**src/design/rcs_params.svh**
```systemverilog
// timing counts, offsets and field positions of the reset and clock supervisor
`ifndef RCS_PARAMS_SVH
`define RCS_PARAMS_SVH
`define RCS_CLK_NS          20
`define RCS_PIN_LOW_PER     4'h8
`define RCS_EXTRA_PER       4'h7
`define RCS_STARTUP_NS      64000000
`define RCS_STARTUP_CYC     ((`RCS_STARTUP_NS) / `RCS_CLK_NS)
`define RCS_PF_NS           50
`define RCS_PF_CYC          (((`RCS_PF_NS) + `RCS_CLK_NS - 1) / `RCS_CLK_NS)
`define RCS_CANCEL40_NS     40
`define RCS_CANCEL40_CYC    ((`RCS_CANCEL40_NS) / `RCS_CLK_NS)
`define RCS_CANCEL80_NS     80
`define RCS_CANCEL80_CYC    ((`RCS_CANCEL80_NS) / `RCS_CLK_NS)
`define RCS_IOSC_HALF_NS    125
`define RCS_IOSC_HALF_CYC   ((`RCS_IOSC_HALF_NS) / `RCS_CLK_NS)
`define RCS_IDLE_NS         2000
`define RCS_IDLE_CYC        ((`RCS_IDLE_NS) / `RCS_CLK_NS)
`define RCS_NOISE_REJ       4'h8
`define RCS_RECOVER_EDGES   4'h8
`define RCS_USER_LO         16'hc000
`define RCS_ADDR_PFCFG      4'h0
`define RCS_ADDR_STATUS     4'h1
`define RCS_PFCFG_DIS_BIT   0
`define RCS_PFCFG_SEL_BIT   1
`define RCS_ST_PIN_BIT      0
`define RCS_ST_AF_BIT       1
`define RCS_ST_PF_BIT       2
`define RCS_ST_INT_BIT      3
`define RCS_ST_FAIL_BIT     4
`define RCS_PFCFG_RST       1'h0
`endif

```
**src/design/rcs_pkg.sv**
```systemverilog
// types shared by the reset and clock supervisor modules
package rcs_pkg;
  typedef enum logic [1:0] {
    RCS_HOLD  = 2'b00,
    RCS_START = 2'b01,
    RCS_EXTRA = 2'b10,
    RCS_RUN   = 2'b11
  } rcs_rst_e;

  typedef struct packed {
    logic       lvl;
    logic [2:0] cnt;
    logic       rise;
    logic       rej;
  } rcs_filt_s;

  typedef struct packed {
    logic sel_int;
    logic out;
  } rcs_sw_s;
endpackage

```
**src/design/rcs_noise_filter.sv**
```systemverilog
// oscillator input noise canceller
`timescale 1ns/1ns
`default_nettype none
`include "rcs_params.svh"
module rcs_noise_filter import rcs_pkg::*; (
  input  wire logic clk_i,
  input  wire logic rstn_i,
  input  wire logic xin_i,
  input  wire logic wide_i,
  output logic      filt_o,
  output logic      rise_o,
  output logic      rej_o
);
  rcs_filt_s  st_ff;
  rcs_filt_s  nxt_st;
  logic [2:0] width;

  always_comb begin
    width = wide_i ? 3'(`RCS_CANCEL80_CYC) : 3'(`RCS_CANCEL40_CYC);
    nxt_st = st_ff;
    nxt_st.rise = 1'b0;
    nxt_st.rej = 1'b0;
    if (xin_i != st_ff.lvl) begin
      // level accepted only once stable for the cancel width
      if (st_ff.cnt + 3'h1 >= width) begin
        nxt_st.lvl = xin_i;
        nxt_st.cnt = 3'h0;
        nxt_st.rise = xin_i;
      end else begin
        nxt_st.cnt = st_ff.cnt + 3'h1;
      end
    end else if (st_ff.cnt != 3'h0) begin
      // glitch dropped, held level keeps the clock regular
      nxt_st.cnt = 3'h0;
      nxt_st.rej = 1'b1;
    end
  end

  always_ff @(posedge clk_i or negedge rstn_i) begin
    if (!rstn_i) begin
      st_ff <= '0;
    end else begin
      st_ff <= nxt_st;
    end
  end

  assign filt_o = st_ff.lvl;
  assign rise_o = st_ff.rise;
  assign rej_o = st_ff.rej;
endmodule // rcs_noise_filter
`default_nettype wire

```
**src/design/rcs_clk_switch.sv**
```systemverilog
// glitch-free changeover between external and internal clock levels
`timescale 1ns/1ns
`default_nettype none
module rcs_clk_switch import rcs_pkg::*; (
  input  wire logic clk_i,
  input  wire logic rstn_i,
  input  wire logic ext_lvl_i,
  input  wire logic int_lvl_i,
  input  wire logic want_int_i,
  output logic      sys_clk_o,
  output logic      sel_int_o
);
  rcs_sw_s st_ff;
  rcs_sw_s nxt_st;

  always_comb begin
    nxt_st = st_ff;
    // change source only with output and new source both low
    if (want_int_i != st_ff.sel_int && !st_ff.out &&
        !(want_int_i ? int_lvl_i : ext_lvl_i)) begin
      nxt_st.sel_int = want_int_i;
    end
    nxt_st.out = nxt_st.sel_int ? int_lvl_i : ext_lvl_i;
  end

  always_ff @(posedge clk_i or negedge rstn_i) begin
    if (!rstn_i) begin
      st_ff <= '0;
    end else begin
      st_ff <= nxt_st;
    end
  end

  assign sys_clk_o = st_ff.out;
  assign sel_int_o = st_ff.sel_int;
endmodule // rcs_clk_switch
`default_nettype wire

```
**src/design/rcs_supervisor.sv**
```systemverilog
// reset sequencing, address and power fail resets, oscillator noise protector
`timescale 1ns/1ns
`default_nettype none
`include "rcs_params.svh"
////////////////////////////////////////////////////////////////////////////////
// How it works
// - reset pin low for 8 oscillator periods is a valid reset
// - after release wait 64 ms then 7 oscillator periods before running
// - resets never touch data RAM; only the cpu reset line moves
// - start-up timer begins only once the reset pin is high again
// - fetch below c000 raises an internal system reset
// - power-fail detection enabled while the disable bit is clear
// - low supply held over 50 ns resets cpu when select bit set
// - noise canceller holds the clock level through glitches
// - persistent high-frequency noise moves clock to internal oscillator
// - halted, shorted, open or slow oscillator moves clock to internal
// - clock returns to external once its edges are normal again
// - 40 ns width drops clock activity faster than 12.5 MHz
// - 80 ns width drops clock activity faster than 6.25 MHz
// - internal clock option drives oscillator output with clock divided by 4
// - internal clock option runs from internal oscillator only while the protector is on
// - protector off disables canceller, changeover and internal oscillator
// - changeover off never switches the clock source on failure
module rcs_supervisor import rcs_pkg::*; #(
  parameter int unsigned STARTUP_CYC = `RCS_STARTUP_CYC
) (
  input  wire logic        clk_i,
  input  wire logic        rstn_i,
  input  wire logic        rst_pin_n_i,
  input  wire logic        xin_i,
  input  wire logic        lvd_i,
  input  wire logic        fetch_i,
  input  wire logic [15:0] fetch_addr_i,
  input  wire logic        osc_noise_protector_i,
  input  wire logic        osc_fail_changeover_i,
  input  wire logic        noise_cancel_width_option_i,
  input  wire logic        int_clk_option_i,
  input  wire logic [3:0]  addr_i,
  input  wire logic [7:0]  wdata_i,
  input  wire logic        we_i,
  input  wire logic        re_i,
  output logic      [7:0]  rdata_o,
  output logic             cpu_rst_n_o,
  output logic             sys_clk_o,
  output logic             clk_int_o,
  output logic             osc_output_pin_o
);
  typedef struct packed {
    rcs_rst_e    rst_st;
    logic [23:0] tmr;
    logic [3:0]  low_cnt;
    logic [3:0]  ext_cnt;
    logic [2:0]  pf_cnt;
    logic        pf_dis;
    logic        pf_sel;
    logic        pf_flag;
    logic        af_flag;
    logic        pin_flag;
    logic        opt_onp;
    logic        opt_ofp;
    logic        opt_w80;
    logic        opt_inclk;
    logic [3:0]  io_cnt;
    logic        io_clk;
    logic [1:0]  div4;
    logic        osc_output_pin;
    logic [6:0]  idle;
    logic [3:0]  rej_cnt;
    logic [3:0]  good_cnt;
    logic        osc_fail;
    logic        cpu_rst_n;
    logic [7:0]  rdata;
    logic        sys_prev;
  } rcs_sup_s;

  rcs_sup_s st_ff;
  rcs_sup_s nxt_st;
  logic     filt;
  logic     filt_rise;
  logic     filt_rej;
  logic     ext_lvl;
  logic     want_int;
  logic     sys_clk;
  logic     sel_int;
  logic     sys_rise;
  logic     io_rise;
  logic     pf_hit;
  logic     af_hit;
  logic     pin_hit;
  logic     st_wr;

  function automatic logic [3:0] sat_inc4(input logic [3:0] v, input logic [3:0] lim);
    sat_inc4 = (v >= lim) ? lim : v + 4'h1;
  endfunction

  ////////////////////////////////////////////////////////////////////////////////
  rcs_noise_filter u_filt (
    .clk_i  (clk_i),
    .rstn_i (rstn_i),
    .xin_i  (xin_i),
    .wide_i (st_ff.opt_w80),
    .filt_o (filt),
    .rise_o (filt_rise),
    .rej_o  (filt_rej)
  );

  rcs_clk_switch u_sw (
    .clk_i      (clk_i),
    .rstn_i     (rstn_i),
    .ext_lvl_i  (ext_lvl),
    .int_lvl_i  (st_ff.io_clk),
    .want_int_i (want_int),
    .sys_clk_o  (sys_clk),
    .sel_int_o  (sel_int)
  );

  ////////////////////////////////////////////////////////////////////////////////
  always_comb begin
    // protector off: raw oscillator, no changeover
    ext_lvl = st_ff.opt_onp ? filt : xin_i;
    want_int = st_ff.opt_onp &&
               (st_ff.opt_inclk || (st_ff.opt_ofp && st_ff.osc_fail));
    sys_rise = sys_clk && !st_ff.sys_prev;
    st_wr = we_i && addr_i == `RCS_ADDR_STATUS;
    pin_hit = !rst_pin_n_i && sys_rise && st_ff.low_cnt == `RCS_PIN_LOW_PER - 4'h1;
    pf_hit = !st_ff.pf_dis && lvd_i && st_ff.pf_cnt == 3'(`RCS_PF_CYC - 1);
    af_hit = st_ff.rst_st == RCS_RUN && fetch_i && fetch_addr_i < `RCS_USER_LO;
    io_rise = st_ff.opt_onp && !st_ff.io_clk &&
              st_ff.io_cnt == 4'(`RCS_IOSC_HALF_CYC - 1);
  end

  always_comb begin
    nxt_st = st_ff;
    nxt_st.sys_prev = sys_clk;
    // options are straps, followed only while held in reset
    if (st_ff.rst_st == RCS_HOLD) begin
      nxt_st.opt_onp = osc_noise_protector_i;
      nxt_st.opt_ofp = osc_fail_changeover_i;
      nxt_st.opt_w80 = noise_cancel_width_option_i;
      nxt_st.opt_inclk = int_clk_option_i;
    end
    // pin low time in oscillator periods
    if (rst_pin_n_i) begin
      nxt_st.low_cnt = 4'h0;
    end else if (sys_rise) begin
      nxt_st.low_cnt = sat_inc4(st_ff.low_cnt, `RCS_PIN_LOW_PER);
    end
    // supply detector must stay high for the filter time
    if (!lvd_i || st_ff.pf_dis) begin
      nxt_st.pf_cnt = 3'h0;
    end else if (st_ff.pf_cnt != 3'(`RCS_PF_CYC - 1)) begin
      nxt_st.pf_cnt = st_ff.pf_cnt + 3'h1;
    end
    // reset sequencer
    case (st_ff.rst_st)
      RCS_HOLD: begin
        nxt_st.cpu_rst_n = 1'b0;
        nxt_st.tmr = 24'h0;
        if (rst_pin_n_i) begin
          nxt_st.rst_st = RCS_START;
        end
      end
      RCS_START: begin
        if (st_ff.tmr == 24'(STARTUP_CYC - 1)) begin
          nxt_st.rst_st = RCS_EXTRA;
          nxt_st.ext_cnt = 4'h0;
        end else begin
          nxt_st.tmr = st_ff.tmr + 24'h1;
        end
      end
      RCS_EXTRA: begin
        if (sys_rise) begin
          nxt_st.ext_cnt = st_ff.ext_cnt + 4'h1;
          if (st_ff.ext_cnt == `RCS_EXTRA_PER - 4'h1) begin
            nxt_st.rst_st = RCS_RUN;
            nxt_st.cpu_rst_n = 1'b1;
          end
        end
      end
      RCS_RUN: begin
        nxt_st.cpu_rst_n = 1'b1;
      end
      default: begin
        nxt_st.rst_st = RCS_HOLD;
      end
    endcase
    // only the cpu reset line is driven, data RAM has no reset path
    if (pin_hit || af_hit || (pf_hit && st_ff.pf_sel)) begin
      nxt_st.rst_st = RCS_HOLD;
      nxt_st.cpu_rst_n = 1'b0;
    end
    // sticky causes, a new event wins over the clear
    if (st_wr && wdata_i[`RCS_ST_PIN_BIT]) nxt_st.pin_flag = 1'b0;
    if (st_wr && wdata_i[`RCS_ST_AF_BIT]) nxt_st.af_flag = 1'b0;
    if (st_wr && wdata_i[`RCS_ST_PF_BIT]) nxt_st.pf_flag = 1'b0;
    if (pin_hit) nxt_st.pin_flag = 1'b1;
    if (af_hit) nxt_st.af_flag = 1'b1;
    if (pf_hit) nxt_st.pf_flag = 1'b1;
    // internal oscillator, stopped with the protector off
    if (!st_ff.opt_onp) begin
      nxt_st.io_cnt = 4'h0;
      nxt_st.io_clk = 1'b0;
      nxt_st.div4 = 2'h0;
    end else if (st_ff.io_cnt == 4'(`RCS_IOSC_HALF_CYC - 1)) begin
      nxt_st.io_cnt = 4'h0;
      nxt_st.io_clk = !st_ff.io_clk;
    end else begin
      nxt_st.io_cnt = st_ff.io_cnt + 4'h1;
    end
    if (io_rise) begin
      nxt_st.div4 = st_ff.div4 + 2'h1;
    end
    nxt_st.osc_output_pin = st_ff.opt_onp && st_ff.opt_inclk && st_ff.div4[1];
    // oscillator watch: idle time and rejected glitches
    if (!st_ff.opt_onp || !st_ff.opt_ofp) begin
      nxt_st.idle = 7'h0;
      nxt_st.rej_cnt = 4'h0;
      nxt_st.good_cnt = 4'h0;
      nxt_st.osc_fail = 1'b0;
    end else begin
      if (filt_rise) begin
        nxt_st.idle = 7'h0;
        nxt_st.rej_cnt = 4'h0;
      end else if (st_ff.idle != 7'(`RCS_IDLE_CYC - 1)) begin
        nxt_st.idle = st_ff.idle + 7'h1;
      end
      if (filt_rej && !filt_rise) begin
        nxt_st.rej_cnt = sat_inc4(st_ff.rej_cnt, `RCS_NOISE_REJ);
      end
      if (!st_ff.osc_fail) begin
        if (st_ff.idle == 7'(`RCS_IDLE_CYC - 1) ||
            st_ff.rej_cnt == `RCS_NOISE_REJ) begin
          nxt_st.osc_fail = 1'b1;
          nxt_st.good_cnt = 4'h0;
        end
      end else if (filt_rej || st_ff.idle == 7'(`RCS_IDLE_CYC - 1)) begin
        nxt_st.good_cnt = 4'h0;
      end else if (filt_rise) begin
        nxt_st.good_cnt = st_ff.good_cnt + 4'h1;
        if (st_ff.good_cnt == `RCS_RECOVER_EDGES - 4'h1) begin
          nxt_st.osc_fail = 1'b0;
          nxt_st.idle = 7'h0;
        end
      end
    end
    // register port
    if (we_i && addr_i == `RCS_ADDR_PFCFG) begin
      nxt_st.pf_dis = wdata_i[`RCS_PFCFG_DIS_BIT];
      nxt_st.pf_sel = wdata_i[`RCS_PFCFG_SEL_BIT];
    end
    nxt_st.rdata = 8'h00;
    if (re_i && addr_i == `RCS_ADDR_PFCFG) begin
      nxt_st.rdata[`RCS_PFCFG_DIS_BIT] = st_ff.pf_dis;
      nxt_st.rdata[`RCS_PFCFG_SEL_BIT] = st_ff.pf_sel;
    end else if (re_i && addr_i == `RCS_ADDR_STATUS) begin
      nxt_st.rdata[`RCS_ST_PIN_BIT] = st_ff.pin_flag;
      nxt_st.rdata[`RCS_ST_AF_BIT] = st_ff.af_flag;
      nxt_st.rdata[`RCS_ST_PF_BIT] = st_ff.pf_flag;
      nxt_st.rdata[`RCS_ST_INT_BIT] = sel_int;
      nxt_st.rdata[`RCS_ST_FAIL_BIT] = st_ff.osc_fail;
    end
  end

  always_ff @(posedge clk_i or negedge rstn_i) begin
    if (!rstn_i) begin
      st_ff <= '0;
      st_ff.rst_st <= RCS_HOLD;
      st_ff.pf_dis <= `RCS_PFCFG_RST;
    end else begin
      st_ff <= nxt_st;
    end
  end

  assign rdata_o = st_ff.rdata;
  assign cpu_rst_n_o = st_ff.cpu_rst_n;
  assign sys_clk_o = sys_clk;
  assign clk_int_o = sel_int;
  assign osc_output_pin_o = st_ff.osc_output_pin;
endmodule // rcs_supervisor
`default_nettype wire

```
**config.mk**
```make
export PLATFORM = sky130hd
export DESIGN_NAME = rcs_supervisor
export DESIGN_NICKNAME = d
export VERILOG_FILES = /design/src/design/rcs_pkg.sv /design/src/design/rcs_noise_filter.sv /design/src/design/rcs_clk_switch.sv /design/src/design/rcs_supervisor.sv
export VERILOG_INCLUDE_DIRS = /design/src /design/src/design
export SDC_FILE = /design/constraint.sdc
export NUM_CORES = 1
export LEC_CHECK = 0
export BUFFER_PORTS_ARGS = -buffer_cell sky130_fd_sc_hd__clkbuf_2
export CAP_MARGIN = 20
export CORE_MARGIN = 2
export CORE_UTILIZATION = 45
export CTS_BUF_LIST = sky130_fd_sc_hd__clkbuf_2 sky130_fd_sc_hd__clkbuf_4 sky130_fd_sc_hd__clkbuf_8
export CTS_CLUSTER_DIAMETER = 30
export DETAILED_ROUTE_END_ITERATION = 10
export PLACE_DENSITY = 0.67
export SETUP_SLACK_MARGIN = 0.3
export SLEW_MARGIN = 20
export SYNTH_ARGS = -nofsm -noshare
export SYNTH_HDL_FRONTEND = slang
export SYNTH_HIERARCHICAL = 1
export SYNTH_SLANG_ARGS = --single-unit
```
**constraint.sdc**
```tcl
create_clock -name clk_i -period 2.3 [get_ports clk_i]
set_clock_uncertainty 0.15 [all_clocks]
set_input_delay 0.23 -clock clk_i [delete_from_list [all_inputs] [get_ports clk_i]]
set_output_delay 0.23 -clock clk_i [all_outputs]
set_load 0.05 [all_outputs]
```
==> impl_results.md <==
- Adder-cell area share of the yosys netlist: 0.0611
- Post-route setup slack: -0.0106 ns
- Layout area overhead: 21.4%
- Endpoints failing setup: 2
- Final #Nets: about 570
- Worst EP required: 2.39 ns
- Post-route ant nets: 0
- Largest family of logic cells by synthesized area: simple AND/OR/NAND/NOR gates
- Unrepaired setup endpoints after global routing: yes
- Die height: 104 um
- Failing checks: negative setup slack
- 1st-iter DRT viols: 204
- Hold Path Origin: addr_i[2]
- Top-area cell type share of the netlist area: 0.472
- Post-synthesis mux area share: 0.0561
- Top_reg_cell synth: dfrtp_1
- Final WL: between 9000 and 10000 um
- DR vias/cell: ~5.4
- Post-Synth Simple-Gate Area: 0.208
- Worst-Margin Slew: a little under 0.6 ns
- Ports: 52
- CTS Buf Count: 9
- #FFs+latches synth: 85
- Slowest-stage cell, CP: or4b_4
- Worst R2R Start: st_ff[72]
- H-tree lvl count: 3
- # diodes: 0
- Largest net degree at the start of global routing: 58
- Yosys cell types: 64
- Setup TNS: -0.0131 ns
- Crit. End Element: flip-flop
- Period utilization: 1.00
- CP bufs+invs: 0
- Max Cap Violations: 0
- XOR/XNOR Fraction of Synth Area: 0.0350
- Share of layout cells above drive strength 1: 0.223
- Critical Path Source Type: flip-flop
- Latest clock arrival within the worst-skew pair: between 0.3 and 0.4 ns
- Sequential area share after synthesis: 0.472
- Clock Path Buffers: 2
- First-pass GRT wire length: approximately 16000 um
- Crit. Startpoint: st_ff[72]
- Root Driver: clkbuf_8
- GP Congestion: about 0.86
- Worst path depth: 5
- Mapped Avg Cell Area: around 10 sq um
- Worst R2R End: st_ff[46]
- Die area: 10800 sq um
- Vias in the first global route: approximately 3500
- Leak Pwr: 2.54 nW
- Antenna violations before repair: 0
- Kind of critical path: flip-flop to flip-flop
- Yosys top cell by area: dfrtp_1
- Rel. slew slack: 0.604
- Status: finished, violations left
- Compound-gate portion of the synthesized area: 0.128
- GRT overflow: 0
- WL/cell: between 10 and 15 um
- CTS sink cnt: between 80 and 90
- CTS tree: done
- CP cell instances: or4_4 -> or4b_4 -> o21ai_4 -> o21ai_1 -> a211o_1
- Top Family by Delay on Critical Path: simple AND/OR/NAND/NOR gates
- Area contributors post-synth: dfrtp_1, ha_1, nor2_1
- Vias: roughly 3500
- Crit-path max FO: 3
- Synthesized cell area: 4510 sq um
- Most common cell in the netlist: dfrtp_1
- CP Capture Point: st_ff[46]
- Port Buffers: 29
- Warnings, synthesis: 6
- Max-slew violation count: 0
- Final hold vios: 0
- Worst path arrival time: roughly 2.4 ns
- Cell Rows: 36
- Initial core utilization: 0.463
- Worst reg2reg path depth: 5
- Final Critical Period: roughly 2.3 ns
- Clock transition at path regs: around 0.080 ns
- Gr usage total: 0.177
- Peak supply drop: 0.361 mV
- R2R Setup Slk: -0.01 ns
- Top post-synthesis cells by count: dfrtp_1, nor2_1, nand2_1, ha_1, a21oi_1
- Die extent in x: between 100 and 150 um
- Async set-reset flop share out of synthesis: 1.00
- Hpwl dp: just over 6000 um
- Tightest Hold Check Type: input port to flip-flop
- Crit-path max cell delay: a little under 0.6 ns
- Post-synth EDFFs: 0
- Synth Instances: between 400 and 500
- Core Area: around 9700 sq um
- # DRC: 0
- Fmax: around 0.43 GHz
- TritonRoute pass-1 iters: 4
- Power per Cell Area: between 900 and 1000 nW/um^2
- Setup Slack @ Placement: -0.0218 ns
worst min-delay path by stage:
stage                  endpoint  cells past startpoint
floorplan           cpu_rst_n_o                      0
global placement      st_ff[35]                      1
detailed placement    st_ff[35]                      1
CTS                  rdata_o[0]                      4
global route         rdata_o[0]                      4
finish               rdata_o[0]                      4
worst register-to-register path, stage by stage (launching register included):
cell and delay (ns):
dfrtp_1 0.38, or4_4 0.53, or4b_4 0.58, o21ai_4 0.15, o21ai_1 0.10, a211o_1 0.30
cell families after synthesis:
group | Yosys count
AND/OR/NAND/NOR | 176
flip-flops | 85
AO/OA/AOI/OAI | 83
buffers and inverters | 38
multiplexers | 24
adder cells (fa/ha/maj) | 22
XOR/XNOR | 18
other | 1
sequential cells by signal (all words and copies together) (netlist names):
name              count
st_ff                70
rdata_o               5
u_filt/st_ff          3
cpu_rst_n_o           1
osc_output_pin_o      1
u_filt/filt_o         1
u_filt/rej_o          1
u_filt/rise_o         1
u_sw/sel_int_o        1
u_sw/sys_clk_o        1
where the power goes:
group | switching (W) | total, W | internal (W)
registers | 0.000306 | 0.00206 | 0.00176
logic | 0.00115 | 0.00212 | 0.000974
clock network | 0.000543 | 0.00126 | 0.000717
total | 0.00200 | 0.00545 | 0.00345
layout by cell type (no fill, tap or decap), drive strengths merged, types with 14 or more instances in the layout:
master  instances
o21ai          14
and3           14
a21oi          21
nand2          40
inv            20
buf            26
nor2           44
clkbuf         37
ha             22
mux2i          14
dfrtp          85
nand3          18
stage by stage:
step	cells	hold slack, ns	cell area, sq um	util	total power (W)
5_1_grt	644	0.0278	5470	0.562	0.00582
2_1_floorplan	449	-0.216	4520	-	0.00336
4_1_cts	640	0.0147	5380	0.553	0.00537
3_3_place_gp	608	0.0293	4860	0.500	0.00381
3_5_place_dp	608	0.0335	4860	0.500	0.00390
6_report	644	0.0311	5470	0.562	0.00545
repair_timing:
item	in CTS	in global routing
cloned	0	0
hold buffers	12	0
setup buffers	5	4
endpoints found under the setup margin	30	30
pin swaps	20	10
endpoints found under the hold margin	46	0
gates resized for setup	23	13
layer usage:
| metal | wire length (um) | up-vias | GRT usage |
|---|---|---|---|
| met1 | 4340 | 1703 | 0.224 |
| met3 | 354 | 14 | 0.0426 |
| met5 | 0 | - | 0 |
| met4 | 143 | 0 | 0.0627 |
| li1 | - | 1708 | - |
| met2 | 4450 | 61 | 0.297 |
final cells by class:
class                   count  area [sq um]
multi-input cells         326          2380
clock inverters             6           111
repair buffers             66           490
well taps                 133           166
clock buffers               9           124
fillers                   842          4260
inverters                  19          71.3
flip-flops and latches     85          2130
Power figures use the tool's default switching activity.
